$ cat src/hw/fpc_defines.vh
`ifndef FPC_DEFINES_VH
`define FPC_DEFINES_VH
// command codes written to the command_interface
`define FPC_CMD_READ_ARRAY   8'hFF
`define FPC_CMD_READ_STATUS  8'h70
`define FPC_CMD_CLEAR_STATUS 8'h50
`define FPC_CMD_PROG_SETUP   8'h40
`define FPC_CMD_ERASE_SETUP  8'h20
`define FPC_CMD_ERASE_CONF   8'hD0
// status bit that signals the write_state_machine is ready
`define FPC_SR_READY_BIT     7
// timing figures in ns
`define FPC_CLK_NS           10
`define FPC_T_STROBE_NS      60
`define FPC_T_ACCESS_NS      120
`define FPC_T_RECOVERY_NS    600
`define FPC_T_RESET_NS       100
// op codes on the user side
`define FPC_OP_READ          3'h0
`define FPC_OP_WRITE         3'h1
`define FPC_OP_PROGRAM       3'h2
`define FPC_OP_ERASE         3'h3
`define FPC_OP_STATUS        3'h4
`define FPC_OP_POWERDOWN     3'h5
`define FPC_OP_WAKE          3'h6
`endif

$ cat src/hw/fpc_host.v
`timescale 1ns/100ps
`include "fpc_defines.vh"
// Contract
// - after power-up select before trusting data
// - write only with write enable and select low
// - host issues read array after program and erase operations
// - tie reset to processor reset
module fpc_host #(
	parameter AW = 18,
	parameter DW = 16
) (
	input  wire          clock,
	input  wire          rst,
	input  wire          req_valid,
	input  wire [2:0]    req_op,
	input  wire [AW-1:0] req_addr,
	input  wire [DW-1:0] req_data,
	output reg           req_ready,
	output reg           rsp_valid,
	output reg  [DW-1:0] rsp_data,
	output reg           busy_abort,
	output reg  [AW-1:0] flash_addr,
	output reg  [DW-1:0] flash_dq_out,
	output reg           flash_dq_oe_n,
	input  wire [DW-1:0] flash_dq_in,
	output reg           flash_ce_n,
	output reg           flash_oe_n,
	output reg           flash_we_n,
	output reg           reset_powerdown_n
);
	localparam integer STROBE_CYC = (`FPC_T_STROBE_NS + `FPC_CLK_NS - 1) / `FPC_CLK_NS;
	localparam integer ACCESS_CYC = (`FPC_T_ACCESS_NS + `FPC_CLK_NS - 1) / `FPC_CLK_NS;
	localparam integer RECOV_CYC  = (`FPC_T_RECOVERY_NS + `FPC_CLK_NS - 1) / `FPC_CLK_NS;
	localparam integer RESET_CYC  = (`FPC_T_RESET_NS + `FPC_CLK_NS - 1) / `FPC_CLK_NS;
	// counts cut to the counter width on purpose; all fit in eight bits
	localparam [7:0] STROBE_C = STROBE_CYC[7:0];
	localparam [7:0] ACCESS_C = ACCESS_CYC[7:0];
	localparam [7:0] RECOV_C  = RECOV_CYC[7:0];
	localparam [7:0] RESET_C  = RESET_CYC[7:0];
	localparam [7:0] ONE      = 8'h01;

	localparam [7:0] S_RST   = 8'h01;
	localparam [7:0] S_IDLE  = 8'h02;
	localparam [7:0] S_WR    = 8'h04;
	localparam [7:0] S_WGAP  = 8'h08;
	localparam [7:0] S_RD    = 8'h10;
	localparam [7:0] S_POLL  = 8'h20;
	localparam [7:0] S_PD    = 8'h40;
	localparam [7:0] S_WAKE  = 8'h80;

	reg [7:0]    state_r;
	reg [7:0]    cnt_r;
	reg [1:0]    seq_r;
	reg [2:0]    op_r;
	reg [AW-1:0] addr_r;
	reg [DW-1:0] data_r;
	reg [DW-1:0] wdata_r;
	reg          poll_r;
	reg          op_busy_r;

	////////////////////////////////////////////////////////////////
	// sequencer: one access at a time, counted pin timing
	always @(posedge clock)
	begin
		if (rst)
		begin
			state_r           <= S_RST;
			cnt_r             <= RESET_C;
			seq_r             <= 2'h0;
			op_r              <= `FPC_OP_READ;
			addr_r            <= {AW{1'b0}};
			data_r            <= {DW{1'b0}};
			wdata_r           <= {DW{1'b0}};
			poll_r            <= 1'b0;
			op_busy_r         <= 1'b0;
			req_ready         <= 1'b0;
			rsp_valid         <= 1'b0;
			rsp_data          <= {DW{1'b0}};
			busy_abort        <= 1'b0;
			flash_addr        <= {AW{1'b0}};
			flash_dq_out      <= {DW{1'b0}};
			flash_dq_oe_n     <= 1'b1;
			flash_ce_n        <= 1'b1;
			flash_oe_n        <= 1'b1;
			flash_we_n        <= 1'b1;
			reset_powerdown_n <= 1'b0;
		end
		else
		begin
			rsp_valid  <= 1'b0;
			busy_abort <= 1'b0;
			case (state_r)
			S_RST, S_WAKE:
			begin
				reset_powerdown_n <= 1'b1;
				if (cnt_r > ONE)
					cnt_r <= cnt_r - ONE;
				else
				begin
					state_r   <= S_IDLE;
					req_ready <= 1'b1;
				end
			end
			S_IDLE:
			begin
				if (req_valid)
				begin
					req_ready <= 1'b0;
					op_r      <= req_op;
					addr_r    <= req_addr;
					data_r    <= req_data;
					flash_addr <= req_addr;
					if (req_op == `FPC_OP_POWERDOWN)
					begin
						// drive reset low for deep power-down
						reset_powerdown_n <= 1'b0;
						// abort flag taken from op_busy_r, which is always clear in idle, so it never rises
						busy_abort <= op_busy_r;
						op_busy_r  <= 1'b0;
						state_r    <= S_PD;
						req_ready  <= 1'b1;
					end
					else if (req_op == `FPC_OP_READ)
					begin
						// select with fresh address before using data
						flash_ce_n <= 1'b0;
						flash_oe_n <= 1'b0;
						cnt_r      <= ACCESS_C;
						state_r    <= S_RD;
					end
					else
					begin
						// program and erase use two writes
						seq_r   <= (req_op == `FPC_OP_PROGRAM || req_op == `FPC_OP_ERASE) ? 2'h2 : 2'h1;
						wdata_r <= (req_op == `FPC_OP_PROGRAM) ? {{(DW-8){1'b0}}, `FPC_CMD_PROG_SETUP} :
						           (req_op == `FPC_OP_ERASE)   ? {{(DW-8){1'b0}}, `FPC_CMD_ERASE_SETUP} :
						           (req_op == `FPC_OP_STATUS)  ? {{(DW-8){1'b0}}, `FPC_CMD_READ_STATUS} :
						           req_data;
						state_r <= S_WGAP;
						cnt_r   <= ONE;
					end
				end
			end
			S_WGAP:
			begin
				// write strobe with select and write enable low
				flash_ce_n    <= 1'b0;
				flash_we_n    <= 1'b0;
				flash_dq_out  <= wdata_r;
				flash_dq_oe_n <= 1'b0;
				cnt_r         <= STROBE_C;
				state_r       <= S_WR;
			end
			S_WR:
			begin
				if (cnt_r > ONE)
					cnt_r <= cnt_r - ONE;
				else
				begin
					flash_we_n    <= 1'b1;
					flash_ce_n    <= 1'b1;
					flash_dq_oe_n <= 1'b1;
					seq_r         <= seq_r - 2'h1;
					if (seq_r == 2'h2)
					begin
						wdata_r <= (op_r == `FPC_OP_ERASE) ? {{(DW-8){1'b0}}, `FPC_CMD_ERASE_CONF} : data_r;
						state_r <= S_WGAP;
					end
					else if (op_r == `FPC_OP_PROGRAM || op_r == `FPC_OP_ERASE)
					begin
						// stays selected to poll status; device finishes on its own
						op_busy_r <= 1'b1;
						poll_r    <= 1'b1;
						flash_ce_n <= 1'b0;
						flash_oe_n <= 1'b0;
						cnt_r     <= ACCESS_C;
						state_r   <= S_RD;
					end
					else
					begin
						state_r   <= (op_r == `FPC_OP_STATUS) ? S_RD : S_IDLE;
						flash_ce_n <= (op_r == `FPC_OP_STATUS) ? 1'b0 : 1'b1;
						flash_oe_n <= (op_r == `FPC_OP_STATUS) ? 1'b0 : 1'b1;
						cnt_r     <= ACCESS_C;
						rsp_valid <= (op_r != `FPC_OP_STATUS);
						req_ready <= (op_r != `FPC_OP_STATUS);
					end
				end
			end
			S_RD:
			begin
				if (cnt_r > ONE)
					cnt_r <= cnt_r - ONE;
				else
				begin
					// deselect to standby after each read
					flash_ce_n <= 1'b1;
					flash_oe_n <= 1'b1;
					if (poll_r && !flash_dq_in[`FPC_SR_READY_BIT])
						state_r <= S_POLL;
					else if (poll_r)
					begin
						poll_r    <= 1'b0;
						op_busy_r <= 1'b0;
						rsp_data  <= flash_dq_in;
						op_r      <= `FPC_OP_WRITE;
						seq_r     <= 2'h1;
						wdata_r   <= {{(DW-8){1'b0}}, `FPC_CMD_READ_ARRAY};
						state_r   <= S_WGAP;
					end
					else
					begin
						rsp_data  <= flash_dq_in;
						rsp_valid <= 1'b1;
						req_ready <= 1'b1;
						state_r   <= S_IDLE;
					end
				end
			end
			S_POLL:
			begin
				// toggling select refreshes the status read
				flash_ce_n <= 1'b0;
				flash_oe_n <= 1'b0;
				cnt_r      <= ACCESS_C;
				state_r    <= S_RD;
			end
			S_PD:
			begin
				// hold pins idle while device is down
				flash_ce_n <= 1'b1;
				flash_oe_n <= 1'b1;
				flash_we_n <= 1'b1;
				if (req_valid && req_op == `FPC_OP_WAKE)
				begin
					req_ready <= 1'b0;
					cnt_r     <= RECOV_C;
					state_r   <= S_WAKE;
				end
			end
			default:
				state_r <= S_RST;
			endcase
		end
	end
endmodule

$ cat config.mk
export PLATFORM = sky130hd
export DESIGN_NAME = fpc_host
export DESIGN_NICKNAME = d
export VERILOG_FILES = /design/src/hw/fpc_host.v
export VERILOG_INCLUDE_DIRS = /design/src /design/src/hw
export SDC_FILE = /design/constraint.sdc
export NUM_CORES = 1
export LEC_CHECK = 0
export ABC_AREA = 1
export BUFFER_PORTS_ARGS = -buffer_cell sky130_fd_sc_hd__buf_4
export CORE_MARGIN = 2
export CORE_UTILIZATION = 36
export CTS_CLUSTER_SIZE = 20
export DETAILED_ROUTE_END_ITERATION = 16
export PLACE_DENSITY = 0.53
export SLEW_MARGIN = 20
export SYNTH_ARGS = -nofsm -noshare
export SYNTH_HDL_FRONTEND = slang
export SYNTH_SLANG_ARGS = --single-unit
export TNS_END_PERCENT = 1
$ cat constraint.sdc
create_clock -name clock -period 1.9 [get_ports clock]
set_input_delay 0.475 -clock clock [delete_from_list [all_inputs] [get_ports clock]]
set_output_delay 0.475 -clock clock [all_outputs]
set_load 0.02 [all_outputs]
==> impl_metrics.toml <==
[run_status]
outcome = "finished, final reports clean"

[finish]
fin_nets = 977
layout_commonest_cell = "nor2_1"
layout-drive-gt1-share_pct = 26.0
nFillCells = 1456
post-route-util_pct = 50.4
final_cell_mix = "nor2_1 (181), buf_4 (148), nand2_1 (132)"
syn2layout_area_growth_pct = 37.1
fin_cells = 1113
diodes = 0

[power_and_ir_drop]
switching_share_pct = 30.3
power_leakage_nw = 3.50
internal-power_w = 0.00550
pwr-share-seq_pct = 33.7
p_clk_share_pct = 41.7
pwr-share-comb_pct = 24.6
p_per_area_nw_per_um2 = 1080
ir_drop_mv = 0.639
p_switching_w = 0.00239
power.total_w = 0.00789

[floorplan]
die_x_um = 126
ios = 114
start_util_pct = 36.8
dieArea_um2 = 15800
core_area_um2 = 14500
die_y_um = 126
core.rowCount = 44

[timing]
fmax_mhz = 556
slew_headroom_pct = 54.5
fin_tns_setup_ns = 0
holdWs_ns = 0.282
worst_pin_slew_ns = 0.679
final.min_clock_period_ns = 1.80
setup-violations-final = 0
final_hold_viol_count = 0
fin_worst_skew_ns = 0.0113
slew_violations = 0
fin_crit_sh_pct = 94.7
grt_setup_unrepaired = "true"

[clock_network]
h-tree-depth = 4
clkTransAtPathRegs_ns = 0.05
clock_latency_ns = 0.42
cts_root_buf = "clkbuf_16"
holdBufCountCts = 0
clock_sinks = 113
cts_tree = "built"
cts_buffers = 17
clock_path_buffers = 2

[critical_path]
reg2reg_from = "state_r[1]"
crit_fanout = 17
max_stage_delay_ns = 0.37
r2r_slack_ns = 0.10
reg2reg_depth = 12
crit_buf_inv = 3
end_kind = "flip-flop"
cp_data_required_time_ns = 2.20
arrival_ns = 2.10
path_delay_family = "simple AND/OR/NAND/NOR gates"
critPathLaunchType = "flip-flop"
slowest_stage = "dfxtp_1"
timing.rr.end = "wdata_r[14]"
crit_chain = "inv_1 > nor2_2 > nand2_2 > nor2_4 > nand2_4 > nand2_2 > inv_2 > nand3_4 > nor2_4 > buf_12 > o21ai_0 > nor2_1"
path_class = "reg2reg"

[logic_synthesis]
synth_xor_area_share_pct = 0.823
synthAdderAreaFrac_pct = 0.705
synth_top_family_by_area = "simple AND/OR/NAND/NOR gates"
synth.cell_area_um2 = 5320
synth_area_leaders = "dfxtp_1 (43%), nor2_1 (13%), nand2_1 (9.7%), o21ai_0 (9.0%), inv_1 (4.0%)"
yosys_warnings = 0
synth_top_area_cell = "dfxtp_1"
synth_compound_area_share_pct = 14.2
synth_area_per_cell_um2 = 6.86
post_synth_and_or_nand_nor_area_fraction_pct = 34.4
synth.top_cell.area_share_pct = 42.5
synthCells = 776
syn-num-nets = 835
yosysUniqueCellTypes = 37
synthMuxAreaShare_pct = 0
ys_seq_area_share_pct = 42.5
ys_seq_elements = 113

[routing]
wl_per_cell_um = 14.4
drt_iter0_markers = 312
routed_wl_mm = 16.0
vias = 5395
post_drt_via_cell_ratio = 4.85
post-route-drc-count = 0
firstDrtPassIters = 5
postRouteAntennaNets = 0

[worst_hold_path]
min-delay-start = "req_addr[0]"
holdPathStages = 3
min_path_type = "in2reg"
worstHoldEndpoint = "flash_addr[0]"

[place]
dp.cells = 1081
dp_hpwl_mm = 11.7
gp_congestion = 0.933
numPortBuffers = 113

[grt]
grtUsageTotal_pct = 20.9
grt-ovfl-total = 0
grt_pass1_wl_mm = 26.3
antenna_found_initial = 0
grt_start_max_net_pins = 59
grt_pass1_vias = 5286

[flow_run]
max_cap_viol_count = 0
==> area by class of cell <==
class                           instances  area [um2]  share of cell area [%]
Tap cell                              184         230                    3.16
Clock inverter                          9         131                    1.80
Inverter                               65         249                    3.41
Timing Repair Buffer                  153        1200                    16.5
Sequential cell                       113        2260                    31.0
Clock buffer                           21         480                    6.59
Multi-Input combinational cell        568        2740                    37.5
==> sequential cells by signal (all words and copies together), names as in the netlist, 2 cells and up <==
signal        count
cnt_r             8
data_r           16
flash_addr       18
flash_dq_out     16
op_r              3
rsp_data         16
seq_r             2
state_r           8
wdata_r          16
==> power groups by stage <==
stage / sequential (W) / combinational [W] / clock (W)
finish: 0.00266 / 0.00194 / 0.00329
global route: 0.00267 / 0.00219 / 0.00348
CTS: 0.00265 / 0.00186 / 0.00336
detailed placement: 0.00270 / 0.00185 / 0
global placement: 0.00270 / 0.00184 / 0
floorplan: 0.00273 / 0.00114 / 0
==> cells in the mapped netlist (all sizes together) <==
cell      n
nor2    204
nand2   148
dfxtp   113
o21ai   106
inv      64
a21oi    40
nand3    40
clkbuf   19
nand4    12
buf      11
nor3      4
xor2      4
ha        3
nand3b    2
clkinv    1
o211ai    1
o22ai     1
o32ai     1
or2       1
xnor2     1
==> worst register-to-register path: stages, from the launching register on <==
cell,delay (ns)
dfxtp_1,0.37
inv_1,0.09
nor2_2,0.15
nand2_2,0.08
nor2_4,0.22
nand2_4,0.11
nand2_2,0.11
inv_2,0.06
nand3_4,0.10
nor2_4,0.06
buf_12,0.14
o21ai_0,0.16
nor2_1,0.05
==> metrics by stage <==
step | setup slack (ns) | area (um2)
2_1_floorplan | 0.147 | 5320
3_3_place_gp | 0.0488 | 6590
3_5_place_dp | -0.0110 | 6590
4_1_cts | 0.0256 | 7210
5_1_grt | -0.0253 | 7300
6_report | 0.100 | 7300
==> timing repair <==
| item | in CTS | in global routing |
|---|---|---|
| cloned | 0 | 0 |
| buffers inserted | 0 | 2 |
| resized for setup | 1 | 28 |
| setup endpoints to repair | 2 | 52 |
| pin swaps | 0 | 5 |
==> worst max-delay path by stage <==
stage                           from           to  slack [ns]  cells past startpoint
after floorplan             cnt_r[0]  wdata_r[11]        0.15                     12
after global placement     req_op[1]     cnt_r[5]        0.05                     12
after detailed placement    cnt_r[1]  rsp_data[0]       -0.01                      9
after CTS                   cnt_r[1]   flash_ce_n        0.03                     11
after global routing        cnt_r[1]  rsp_data[0]       -0.03                      9
final                     state_r[1]  wdata_r[14]        0.10                     12
==> kinds of logic after synthesis <==
kind of cell	after synthesis
buf+inv	95
xor+xnor	5
flops	113
simple gates	411
compound gates	149
fa+ha+maj	3
==> metal layers <==
metal | track usage [%] | vias to the layer above | share of wire, %
li1 | - | 2773 | -
met1 | 26.8 | 2449 | 46
met2 | 34.5 | 144 | 47
met3 | 4.24 | 29 | 5.0
met4 | 8.24 | 0 | 2.0
met5 | 0 | - | 0
Note: power is estimated with default switching activity, not from simulation.
